--- src/rtl/sitim_pkg.sv ---
// package: register map, field layout, reset values and timing for the integration timing block
package sitim_pkg;
  // byte offsets of the 8-bit registers (index); the bus byte address is four times the index
  localparam logic [7:0] OFS_LEN_LOW = 8'h63;
  localparam logic [7:0] OFS_LEN_MID = 8'h64;
  localparam logic [7:0] OFS_LEN_HIGH = 8'h65;
  localparam logic [7:0] OFS_SYNC_TARGET = 8'h72;
  localparam logic [7:0] OFS_ENABLE = 8'h80;
  localparam logic [7:0] OFS_STEP_COUNT = 8'h81;
  localparam logic [7:0] OFS_WAIT_PERIOD = 8'h83;
  localparam logic [7:0] OFS_STATUS = 8'hA7;
  localparam logic [7:0] OFS_GAIN_CONFIG = 8'hAA;
  localparam logic [7:0] OFS_STEP_LOW = 8'hCA;
  localparam logic [7:0] OFS_STEP_HIGH = 8'hCB;
  localparam logic [7:0] OFS_MODE = 8'hD0;
  localparam int ADDR_W = 10;

  // enable register fields
  localparam int EN_MEAS_BIT = 1;
  localparam int EN_WAIT_BIT = 3;
  // status register field
  localparam int ST_TRIG_ERR_BIT = 4;
  // mode register fields
  localparam int MODE_LSB = 0;
  localparam int MODE_START_BIT = 2;

  localparam logic [15:0] STEP_SIZE_RESET = 16'h03E7;
  localparam logic [7:0] GAIN_CONFIG_RESET = 8'h09;
  localparam logic [4:0] GAIN_CODE_MAX = 5'h0A;
  localparam logic [7:0] BYTE_ZERO = 8'h00;
  localparam int NUM_ADC = 6;

  // tick period in picoseconds and system clock period in picoseconds
  localparam int TICK_PS = 2780000;
  localparam int CLK_PS = 50000;
  localparam int TICK_CYCLES = TICK_PS / CLK_PS;
  // one wait cycle is 1000 ticks of 55 clocks, i.e. 2.75 ms
  localparam int WAIT_TICKS = 1000;

  typedef enum logic [1:0] {
    SITIM_MODE_SW,
    SITIM_MODE_EXT_START,
    SITIM_MODE_RSVD,
    SITIM_MODE_PULSE
  } sitim_mode_e;
endpackage

--- src/rtl/sitim_core.sv ---
// integration timing engine with Avalon-MM register slave
//
// Behaviour
// - step lasts (step size + 1) ticks
// - step size resets to 999
// - step size low byte then high byte
// - wait enable defers next measurement start
// - wait is (n + 1) times 2.78 ms (here 2.75 ms: the tick is 55 clocks of 50 ns)
// - too short wait sets trigger error flag
// - pulse mode reports length in ticks
// - length is 24-bit read-only, resets zero
// - pulse mode integrates until edge count reached
// - edges counted equal setting plus one
// - gain code 0..10 doubles from 0.5x
// - gain drives all six ADC channels
// - timed integration is (count+1)(size+1) ticks
// - full scale is (count+1)(size+1)
//
// Chosen here: the Avalon-MM register port.
module sitim_core
  import sitim_pkg::*;
#(
  parameter int TICK_CYC = TICK_CYCLES,
  parameter int WAIT_TICK_COUNT = WAIT_TICKS
) (
  input wire logic SYS_CLK,
  input wire logic RESETN,
  input wire logic [sitim_pkg::ADDR_W-1:0] AVS_ADDRESS,
  input wire logic AVS_READ,
  input wire logic AVS_WRITE,
  input wire logic [31:0] AVS_WRITEDATA,
  input wire logic [3:0] AVS_BYTEENABLE,
  output logic [31:0] AVS_READDATA,
  output logic AVS_WAITREQUEST,
  input wire logic SYNC_IN,
  output logic INTEGRATING,
  output logic MEAS_DONE,
  output logic [31:0] ADC_FULL_SCALE,
  output logic [10:0] ADC_GAIN_FACTOR_X2 [sitim_pkg::NUM_ADC]
);
  import sitim_pkg::*;

  // ------------------------------------------------------------
  // registers
  // ------------------------------------------------------------
  logic [15:0] step_size_reg;
  logic [7:0] step_count_reg;
  logic [7:0] wait_period_reg;
  logic [7:0] sync_target_reg;
  logic [7:0] enable_reg;
  logic [7:0] gain_config_reg;
  logic [7:0] mode_reg;
  logic trig_err_reg;
  logic [23:0] meas_len_reg;
  logic ack_reg;

  logic [7:0] reg_index;
  logic wr_go;
  logic rd_go;
  logic trig_err_set;
  sitim_mode_e mode;

  assign reg_index = AVS_ADDRESS[ADDR_W-1:2];
  assign wr_go = AVS_WRITE && !ack_reg && AVS_BYTEENABLE[0];
  assign rd_go = AVS_READ && !ack_reg;
  assign mode = sitim_mode_e'(mode_reg[MODE_LSB +: 2]);

  // one cycle of wait state: request taken, answered on the next edge
  always_ff @(posedge SYS_CLK or negedge RESETN) begin
    if (!RESETN) begin
      ack_reg <= 1'b0;
    end else begin
      ack_reg <= (AVS_READ || AVS_WRITE) && !ack_reg;
    end
  end

  always_ff @(posedge SYS_CLK or negedge RESETN) begin
    if (!RESETN) begin
      AVS_WAITREQUEST <= 1'b1;
    end else begin
      AVS_WAITREQUEST <= !((AVS_READ || AVS_WRITE) && !ack_reg);
    end
  end

  // step size reset and byte split
  always_ff @(posedge SYS_CLK or negedge RESETN) begin
    if (!RESETN) begin
      step_size_reg <= STEP_SIZE_RESET;
      step_count_reg <= BYTE_ZERO;
      wait_period_reg <= BYTE_ZERO;
      sync_target_reg <= BYTE_ZERO;
      enable_reg <= BYTE_ZERO;
      gain_config_reg <= GAIN_CONFIG_RESET;
      mode_reg <= BYTE_ZERO;
    end else if (wr_go) begin
      unique case (reg_index)
        OFS_STEP_LOW: step_size_reg[7:0] <= AVS_WRITEDATA[7:0];
        OFS_STEP_HIGH: step_size_reg[15:8] <= AVS_WRITEDATA[7:0];
        OFS_STEP_COUNT: step_count_reg <= AVS_WRITEDATA[7:0];
        OFS_WAIT_PERIOD: wait_period_reg <= AVS_WRITEDATA[7:0];
        OFS_SYNC_TARGET: sync_target_reg <= AVS_WRITEDATA[7:0];
        OFS_ENABLE: enable_reg <= AVS_WRITEDATA[7:0];
        OFS_GAIN_CONFIG: gain_config_reg <= {3'h0, AVS_WRITEDATA[4:0]};
        OFS_MODE: mode_reg <= AVS_WRITEDATA[7:0];
        default: ;
      endcase
    end
  end

  // read mux; unmapped offsets read as zero
  always_ff @(posedge SYS_CLK or negedge RESETN) begin
    if (!RESETN) begin
      AVS_READDATA <= 32'h0000_0000;
    end else if (rd_go) begin
      unique case (reg_index)
        OFS_LEN_LOW: AVS_READDATA <= {24'h00_0000, meas_len_reg[7:0]};
        OFS_LEN_MID: AVS_READDATA <= {24'h00_0000, meas_len_reg[15:8]};
        OFS_LEN_HIGH: AVS_READDATA <= {24'h00_0000, meas_len_reg[23:16]};
        OFS_STEP_LOW: AVS_READDATA <= {24'h00_0000, step_size_reg[7:0]};
        OFS_STEP_HIGH: AVS_READDATA <= {24'h00_0000, step_size_reg[15:8]};
        OFS_STEP_COUNT: AVS_READDATA <= {24'h00_0000, step_count_reg};
        OFS_WAIT_PERIOD: AVS_READDATA <= {24'h00_0000, wait_period_reg};
        OFS_SYNC_TARGET: AVS_READDATA <= {24'h00_0000, sync_target_reg};
        OFS_ENABLE: AVS_READDATA <= {24'h00_0000, enable_reg};
        OFS_GAIN_CONFIG: AVS_READDATA <= {24'h00_0000, gain_config_reg};
        OFS_MODE: AVS_READDATA <= {24'h00_0000, mode_reg};
        OFS_STATUS: AVS_READDATA <= 32'(trig_err_reg) << ST_TRIG_ERR_BIT;
        default: AVS_READDATA <= 32'h0000_0000;
      endcase
    end
  end

  // ------------------------------------------------------------
  // common tick
  // ------------------------------------------------------------
  logic [15:0] tick_cnt_reg;
  logic tick;

  always_ff @(posedge SYS_CLK or negedge RESETN) begin
    if (!RESETN) begin
      tick_cnt_reg <= 16'h0000;
    end else if (tick_cnt_reg == 16'(TICK_CYC - 1)) begin
      tick_cnt_reg <= 16'h0000;
    end else begin
      tick_cnt_reg <= tick_cnt_reg + 16'h0001;
    end
  end
  assign tick = (tick_cnt_reg == 16'(TICK_CYC - 1));

  // ------------------------------------------------------------
  // sync pin
  // ------------------------------------------------------------
  logic sync_s1_reg;
  logic sync_s2_reg;
  logic sync_d_reg;
  logic sync_fall;

  always_ff @(posedge SYS_CLK or negedge RESETN) begin
    if (!RESETN) begin
      sync_s1_reg <= 1'b1;
      sync_s2_reg <= 1'b1;
      sync_d_reg <= 1'b1;
    end else begin
      sync_s1_reg <= SYNC_IN;
      sync_s2_reg <= sync_s1_reg;
      sync_d_reg <= sync_s2_reg;
    end
  end
  assign sync_fall = sync_d_reg && !sync_s2_reg;

  // ------------------------------------------------------------
  // measurement sequencer
  // ------------------------------------------------------------
  typedef enum logic [1:0] {
    SITIM_IDLE,
    SITIM_ARM,
    SITIM_INTEG
  } sitim_state_e;

  sitim_state_e state_reg;
  logic [15:0] step_tick_reg;
  logic [8:0] step_num_reg;
  logic [8:0] edge_num_reg;
  logic [23:0] len_cnt_reg;
  logic [9:0] wait_tick_reg;
  logic [8:0] wait_cyc_reg;
  logic wait_run_reg;
  logic meas_en;
  logic wait_en;
  logic start_ok;
  logic step_end;
  logic integ_end;
  logic wait_expire;

  assign meas_en = enable_reg[EN_MEAS_BIT];
  assign wait_en = enable_reg[EN_WAIT_BIT];
  // step boundary every step size + 1 ticks
  assign step_end = tick && (step_tick_reg == step_size_reg);
  // wait period of n + 1 wait cycles
  assign wait_expire = wait_run_reg && tick
    && (wait_tick_reg == 10'(WAIT_TICK_COUNT - 1)) && (wait_cyc_reg == {1'b0, wait_period_reg});
  // pulse mode ends on edge setting + 1 falling edges
  assign integ_end = (state_reg == SITIM_INTEG) && ((mode == SITIM_MODE_PULSE)
    ? (sync_fall && (edge_num_reg == {1'b0, sync_target_reg}))
    : (step_end && (step_num_reg == {1'b0, step_count_reg})));
  // with wait enabled, the first start is immediate, later starts only on wait expiry
  assign start_ok = !wait_en || !wait_run_reg || wait_expire;

  always_ff @(posedge SYS_CLK or negedge RESETN) begin
    if (!RESETN) begin
      state_reg <= SITIM_IDLE;
    end else if (!meas_en) begin
      state_reg <= SITIM_IDLE;
    end else begin
      unique case (state_reg)
        SITIM_IDLE: if (start_ok) state_reg <= SITIM_ARM;
        SITIM_ARM: begin
          if (mode == SITIM_MODE_SW) begin
            state_reg <= SITIM_INTEG;
          end else if (sync_fall) begin
            state_reg <= SITIM_INTEG;
          end
        end
        SITIM_INTEG: if (integ_end) state_reg <= SITIM_IDLE;
        default: state_reg <= SITIM_IDLE;
      endcase
    end
  end

  // timed integration counts steps of size + 1 ticks
  always_ff @(posedge SYS_CLK or negedge RESETN) begin
    if (!RESETN) begin
      step_tick_reg <= 16'h0000;
      step_num_reg <= 9'h000;
    end else if (state_reg != SITIM_INTEG) begin
      step_tick_reg <= 16'h0000;
      step_num_reg <= 9'h000;
    end else if (step_end) begin
      step_tick_reg <= 16'h0000;
      step_num_reg <= step_num_reg + 9'h001;
    end else if (tick) begin
      step_tick_reg <= step_tick_reg + 16'h0001;
    end
  end

  // edge counter and length counter for pulse mode
  always_ff @(posedge SYS_CLK or negedge RESETN) begin
    if (!RESETN) begin
      edge_num_reg <= 9'h000;
      len_cnt_reg <= 24'h00_0000;
    end else if (state_reg != SITIM_INTEG) begin
      edge_num_reg <= 9'h000;
      len_cnt_reg <= 24'h00_0000;
    end else begin
      if (sync_fall) edge_num_reg <= edge_num_reg + 9'h001;
      if (tick && len_cnt_reg != 24'hFF_FFFF) len_cnt_reg <= len_cnt_reg + 24'h00_0001;
    end
  end

  // capture length when a pulse integration ends
  always_ff @(posedge SYS_CLK or negedge RESETN) begin
    if (!RESETN) begin
      meas_len_reg <= 24'h00_0000;
    end else if (integ_end && mode == SITIM_MODE_PULSE) begin
      meas_len_reg <= len_cnt_reg;
    end
  end

  // wait timer restarts at each measurement start
  always_ff @(posedge SYS_CLK or negedge RESETN) begin
    if (!RESETN) begin
      wait_run_reg <= 1'b0;
      wait_tick_reg <= 10'h000;
      wait_cyc_reg <= 9'h000;
    end else if (!meas_en || !wait_en) begin
      wait_run_reg <= 1'b0;
      wait_tick_reg <= 10'h000;
      wait_cyc_reg <= 9'h000;
    end else if (state_reg == SITIM_IDLE && start_ok) begin
      wait_run_reg <= 1'b1;
      wait_tick_reg <= 10'h000;
      wait_cyc_reg <= 9'h000;
    end else if (wait_run_reg && tick) begin
      if (wait_tick_reg == 10'(WAIT_TICK_COUNT - 1)) begin
        wait_tick_reg <= 10'h000;
        if (!wait_expire) wait_cyc_reg <= wait_cyc_reg + 9'h001;
      end else begin
        wait_tick_reg <= wait_tick_reg + 10'h001;
      end
    end
  end

  // wait expired while measurement still busy; set wins over clear
  assign trig_err_set = wait_expire && (state_reg != SITIM_IDLE);
  always_ff @(posedge SYS_CLK or negedge RESETN) begin
    if (!RESETN) begin
      trig_err_reg <= 1'b0;
    end else if (trig_err_set) begin
      trig_err_reg <= 1'b1;
    end else if (wr_go && reg_index == OFS_STATUS && AVS_WRITEDATA[ST_TRIG_ERR_BIT]) begin
      trig_err_reg <= 1'b0;
    end
  end

  // ------------------------------------------------------------
  // outputs
  // ------------------------------------------------------------
  always_ff @(posedge SYS_CLK or negedge RESETN) begin
    if (!RESETN) begin
      INTEGRATING <= 1'b0;
      MEAS_DONE <= 1'b0;
      ADC_FULL_SCALE <= 32'h0000_0000;
    end else begin
      INTEGRATING <= (state_reg == SITIM_INTEG) && !integ_end;
      MEAS_DONE <= integ_end;
      ADC_FULL_SCALE <= (32'(step_count_reg) + 32'h1) * (32'(step_size_reg) + 32'h1);
    end
  end

  // gain code decode in half-units; codes above 10 clamp
  // doubled 512x is 1024, so the factor needs eleven bits
  function automatic logic [10:0] gain_x2(input logic [4:0] code);
    logic [4:0] c;
    c = (code > GAIN_CODE_MAX) ? GAIN_CODE_MAX : code;
    gain_x2 = 11'h001 << c;
  endfunction

  always_ff @(posedge SYS_CLK or negedge RESETN) begin
    if (!RESETN) begin
      for (int i = 0; i < NUM_ADC; i++) ADC_GAIN_FACTOR_X2[i] <= 11'h000;
    end else begin
      for (int i = 0; i < NUM_ADC; i++) ADC_GAIN_FACTOR_X2[i] <= gain_x2(gain_config_reg[4:0]);
    end
  end
endmodule

--- config.mk ---
export PLATFORM = sky130hd
export DESIGN_NAME = sitim_core
export DESIGN_NICKNAME = d
export VERILOG_FILES = /design/src/rtl/sitim_pkg.sv /design/src/rtl/sitim_core.sv
export SDC_FILE = /design/constraint.sdc
export NUM_CORES = 1
export LEC_CHECK = 0
export BUFFER_PORTS_ARGS = -buffer_cell sky130_fd_sc_hd__buf_2
export CAP_MARGIN = 5
export CORE_ASPECT_RATIO = 1.25
export CORE_UTILIZATION = 58
export CTS_BUF_LIST = sky130_fd_sc_hd__clkbuf_4 sky130_fd_sc_hd__clkbuf_8 sky130_fd_sc_hd__clkbuf_16
export CTS_CLUSTER_SIZE = 20
export DETAILED_ROUTE_END_ITERATION = 8
export PLACE_DENSITY = 0.88
export SLEW_MARGIN = 20
export SYNTH_ARGS = -nofsm -noshare
export SYNTH_HDL_FRONTEND = slang
export SYNTH_SLANG_ARGS = --single-unit
export TNS_END_PERCENT = 20
--- constraint.sdc ---
create_clock -name SYS_CLK -period 7.3 [get_ports SYS_CLK]
set_input_delay 2.19 -clock SYS_CLK [delete_from_list [all_inputs] [get_ports SYS_CLK]]
set_output_delay 2.19 -clock SYS_CLK [all_outputs]
set_load 0.02 [all_outputs]
-- Yosys cells after proc, flatten, opt, wreduce, memory -nomap -nowiden
Index checks and enable logic that the tools add are counted.
- register bits after elaboration: 258
- latch bits: 0
- bits in writable memories: 0
- bits in read-only memories: 0
- output and inout port bits: 133
- word-level logic and storage cells: 151
- memories: 0
- add/subtract/negate cells: 9
- multiply operators: 1
- divide/modulo/power cells: 0
- magnitude comparators: 1
- eq/ne operators: 27
- shifts and indexed selects: 1
- muxes and demuxes: 32
- bitwise operators: 0
- reduce and logical (&&, ||, !) cells: 51
- operator list (cell ; count):
    8-bit case mux with 12 select lines ; 1
    9-bit 2-to-1 mux ; 9
    8-bit == test (second input constant) ; 8
    16-bit 2-to-1 mux ; 4
    24-bit 2-to-1 mux ; 2
    10-bit 2-to-1 mux ; 4
    16-bit by 1-bit adder with 16-bit output (second input constant) ; 2
    8-bit by 7-bit == test with 1-bit output (second input constant) ; 4
    9-bit by 1-bit adder with 9-bit output (second input constant) ; 3
    9-bit by 8-bit == test with 1-bit output ; 3
    9-bit by 17-bit multiplier with 26-bit output ; 1
    24-bit by 1-bit adder with 24-bit output (second input constant) ; 1
    24-bit inequality test (second input constant) ; 1
    1-bit logical AND ; 19
    16-bit by 1-bit adder with 17-bit output (second input constant) ; 1
    16-bit == test ; 1
    16-bit by 6-bit == test with 1-bit output (second input constant) ; 1
    2-bit AND reduction ; 8
    2-bit nonzero test ; 6
    1-bit by 5-bit << shifter with 11-bit output (first input constant) ; 1
    10-bit by 1-bit adder with 10-bit output (second input constant) ; 1
    10-bit == test (second input constant) ; 1
    2-bit 2-to-1 mux ; 5
    8-bit by 1-bit adder with 9-bit output (second input constant) ; 1
    15 further kinds ; 34

-- Longest topological paths before layout
- depth in word-level cells: 9
- mapped depth: 24

-- Worst setup path after synthesis
No wires, ideal clock.
- kind: reg-to-reg
- from: register step_size_reg[2]
- to: register ADC_FULL_SCALE[25]
- arrival: 5984 ps
- setup slack: 1191 ps
- stages on the path, launching flop included: 23
- path buffers: 2
- cells stage by stage: dfstp_2 -> clkbuf_1 -> and3_1 -> and3_1 -> and3_1 -> clkbuf_1 -> and2_1 -> xor2_1 -> nand2_1 -> fa_1 -> inv_1 -> fa_1 -> fa_1 -> inv_1 -> fa_1 -> inv_1 -> ha_1 -> o21a_1 -> o211ai_1 -> a21o_1 -> o311ai_1 -> a221o_1 -> a2111oi_0
- cells in the longest elaborated chain, start to end: 2
- ends and longest elaborated chain (what ; RTL line ; RTL):
    start: declaration ; sitim_core.sv:46 ; logic [15:0] step_size_reg;
    start signal: assignment ; sitim_core.sv:97 ; OFS_STEP_LOW: step_size_reg[7:0] <= AVS_WRITEDATA[7:0];
    16-bit by 1-bit adder with 17-bit output ; sitim_core.sv:316 ; ADC_FULL_SCALE <= (32'(step_count_reg) + 32'h1) * (32'(step_size_reg) + 32'h1);
    9-bit by 17-bit multiplier with 26-bit output ; sitim_core.sv:316 ;
    end signal: assignment ; sitim_core.sv:316 ;
    end: declaration ; sitim_core.sv:38 ; output logic [31:0] ADC_FULL_SCALE,
Every way passes these cells.
A chain may end at the register's enable or synchronous reset.

-- Final worst setup path
Ends and elaborated chain as after synthesis.

==> impl_metrics.ini <==
[run_status]
status = complete, no violations

[timing]
tightest_slew_ns = 0.987
setup_tns_ns = 0
slew_headroom = 0.334
fmax_mhz = 150
period_needed_ns = 6.64
setup_viol = 0
skew_ns = 0.0188
fin_crit_sh = 0.910
hold_viol = 0
setup_ws_ns = 0.655
rsz0062_at_grt = no
drv_slew = 0
timing.hold.ws_ns = 0.359

[global_route]
grt_pass1_vias = 13000
grt.overflow.total = 0
antenna_found_initial = 1
grt_pass1_wl_mm = 64.7
grt_max_degree = 131
track_usage = 0.268

[logic_synthesis]
yosysTopAreaCell = dfrtp_1
synth_area_leaders = dfrtp_1 32%, fa_1 12%, mux2_2 5.6%
synth_cell_type_count = 76
synth_top_flop_cell = dfrtp_1
synthCells = 1764
ys_ff_latch = 234
synth-async-reset-ratio = 1.00
yosysSeqAreaShare = 0.346
avgSynthCellArea_sq_um = 9.63
yosysTopAreaCellShare = 0.324
synth_edf_count = 0
yosysWarnings = 0
synth_area_sq_mm = 0.0170

[setup_path]
critical-path-top-delay-family = adder cells
cp_cell_sequence = and3_1, and3_1, nand4_1, nor2_1, xor2_1, nand2_1, fa_1, inv_1, fa_1, fa_1, inv_1, fa_1, inv_1, ha_1, o21a_1, o211ai_1, a21o_1, o311ai_2, a221o_1, a2111oi_0
cp-start-kind = register
crit_path_max_incr_delay_ns = 0.63
cp-end-kind = register
cp.required_ns = 7.70
cp_slowest_cell = dfstp_2
critPathArrivalTime_ns = 7.05
crit_buf_inv = 3
cp_max_fo = 8
crit_type = reg2reg
worst_path_most_repeated_cell = fa_1

[power_and_ir_drop]
clockPowerShare = 0.482
switching_power_uw = 675
pwr-share-seq = 0.463
swShare = 0.236
powerDensity_mw_per_mm2 = 156
p_int_uw = 2190
p_leak_uw = 0.00893
vdd_drop_max_v = 0.000168
combPwrFrac = 0.055

[die]
rows = 69
start_util = 0.594
chipHeight_um = 193
die_w_um = 155
die-area_sq_mm = 0.0300
core_sq_mm = 0.0286
ioPinCount = 184

[routing]
drt-wirelength-per-cell_um = 17.7
dr.first_iter.drc_count = 803
num_vias = 12800
dr.pass1.iters = 8
via_per_inst = 5.78
route.detailed.drc = 0
drt-total-wl_mm = 39.3
antenna_left = 0

[placed_design]
gp_congestion = 0.949
place_ws_ns = 0.662
dpl.hpwl_mm = 29.0
portBuffers = 124

[cts]
clock_latency_ns = 0.55
cts.sinks = 234
cts_buffers = 26
clk_pin_slew_ns = 0.06
cts_resized = 0
clk_path_buf_depth = 3
cts_setup_buffers = 0
cts-root-buf = clkbuf_16
cts_tree = built
cts_max_level = 1
holdBufCountCts = 0

[final_layout]
drive_gt1_frac = 0.172
nets = 2021
largest_reg_flops = 26
area_growth_pct = 8.04

[worst_hold_path]
hp-class = reg2reg

[run]
max-cap-violations = 0
## cell usage after synthesis, types with 7 or more instances
cell      instances
a21oi_1          44
a22oi_1          12
a31oi_1           7
a32oi_1           7
and2_1           12
and3_1           32
buf_4            85
clkbuf_1         65
dfrtp_1         220
dfstp_2          14
fa_1            106
ha_1             56
inv_1           164
mux2_2           84
mux2i_1          15
nand2_1         111
nand2b_1         41
nand3_1          61
nand4_1          33
nor2_1          209
nor2b_1          12
nor3_1           22
nor4_1            9
o211ai_1         14
o21ai_0          44
or2_2            14
or3_1            15
xnor2_1          72
xor2_1           76
## cells by family (layout without fill, tap and decap cells)
family          Yosys count  after routing  synth area share
other cells               1             31          0.000221
compound gates          192            192            0.0759
fa+ha+maj               162            162             0.166
xor+xnor                148            148            0.0763
flops                   234            234             0.346
mux                     102            102            0.0665
buf+inv                 318            353            0.0899
simple gates            607            607             0.179
## per-layer routing
| layer | global-route usage | vias up | routed length, um |
|---|---|---|---|
| met3 | 0.0318 | 137 | 2060 |
| met1 | 0.331 | 6341 | 15200 |
| li1 | - | 5863 | - |
| met5 | 0 | - | 0 |
| met2 | 0.463 | 489 | 20200 |
| met4 | 0.130 | 0 | 1830 |
## cell usage in the layout (no fill, tap or decap), drive strengths merged, types with 32 or more instances in the layout
cell / n
buf: 141
nand4: 34
nand2: 111
xor2: 76
xnor2: 72
nand3: 62
nor2: 209
nand2b: 41
inv: 165
dfrtp: 220
ha: 56
a21oi: 44
mux2: 87
and3: 32
fa: 106
o21ai: 45
clkbuf: 37
## worst reg2reg max path: stages (launching register included)
cell and delay, ns:
dfstp_2 0.63, and3_1 0.22, and3_1 0.21, nand4_1 0.21
nor2_1 0.25, xor2_1 0.43, nand2_1 0.15, fa_1 0.54
inv_1 0.05, fa_1 0.50, fa_1 0.51, inv_1 0.06
fa_1 0.53, inv_1 0.04, ha_1 0.34, o21a_1 0.24
o211ai_1 0.42, a21o_1 0.15, o311ai_2 0.25, a221o_1 0.42
a2111oi_0 0.38
## cell type report
type / instances / area, sq um
Antenna cell: 1 / 2.50
Clock buffer: 37 / 758
Clock inverter: 11 / 151
Timing Repair Buffer: 141 / 758
Multi-Input combinational cell: 1241 / 9700
Fill cell: 2133 / 10200
Tap cell: 390 / 488
Sequential cell: 234 / 5870
Inverter: 164 / 616
## through the flow
stage                     power [uW]  utilization  std cells  instance area (sq um)
after detailed placement        1510        0.610       2170                  17400
after floorplan                 1450            -       1793                  17100
after CTS                       2880        0.642       2218                  18300
after global placement          1500        0.610       2170                  17400
after global routing            2940        0.642       2219                  18400
final                           2860        0.642       2219                  18400
## final timing paths
check / from / endpoint / slack [ns] / depth (start not counted)
min in group asynchronous: RESETN / wait_cyc_reg[0] / 1.76 / 1
hold / removal: sync_s1_reg / sync_s2_reg / 0.36 / 0
setup reg to reg: step_size_reg[2] / ADC_FULL_SCALE[25] / 0.66 / 20
max in group asynchronous: RESETN / step_num_reg[6] / 4.21 / 2
setup / recovery: step_size_reg[2] / ADC_FULL_SCALE[25] / 0.66 / 20
hold reg to reg: sync_s1_reg / sync_s2_reg / 0.36 / 0
## power by group through the flow
stage	Combinational, uW	Sequential, uW	Clock, uW
2_1_floorplan	103	1350	0
3_3_place_gp	154	1350	0
3_5_place_dp	157	1350	0
4_1_cts	158	1330	1390
5_1_grt	174	1330	1440
6_report	157	1330	1380
No activity file was read; power rests on OpenSTA's default activity.
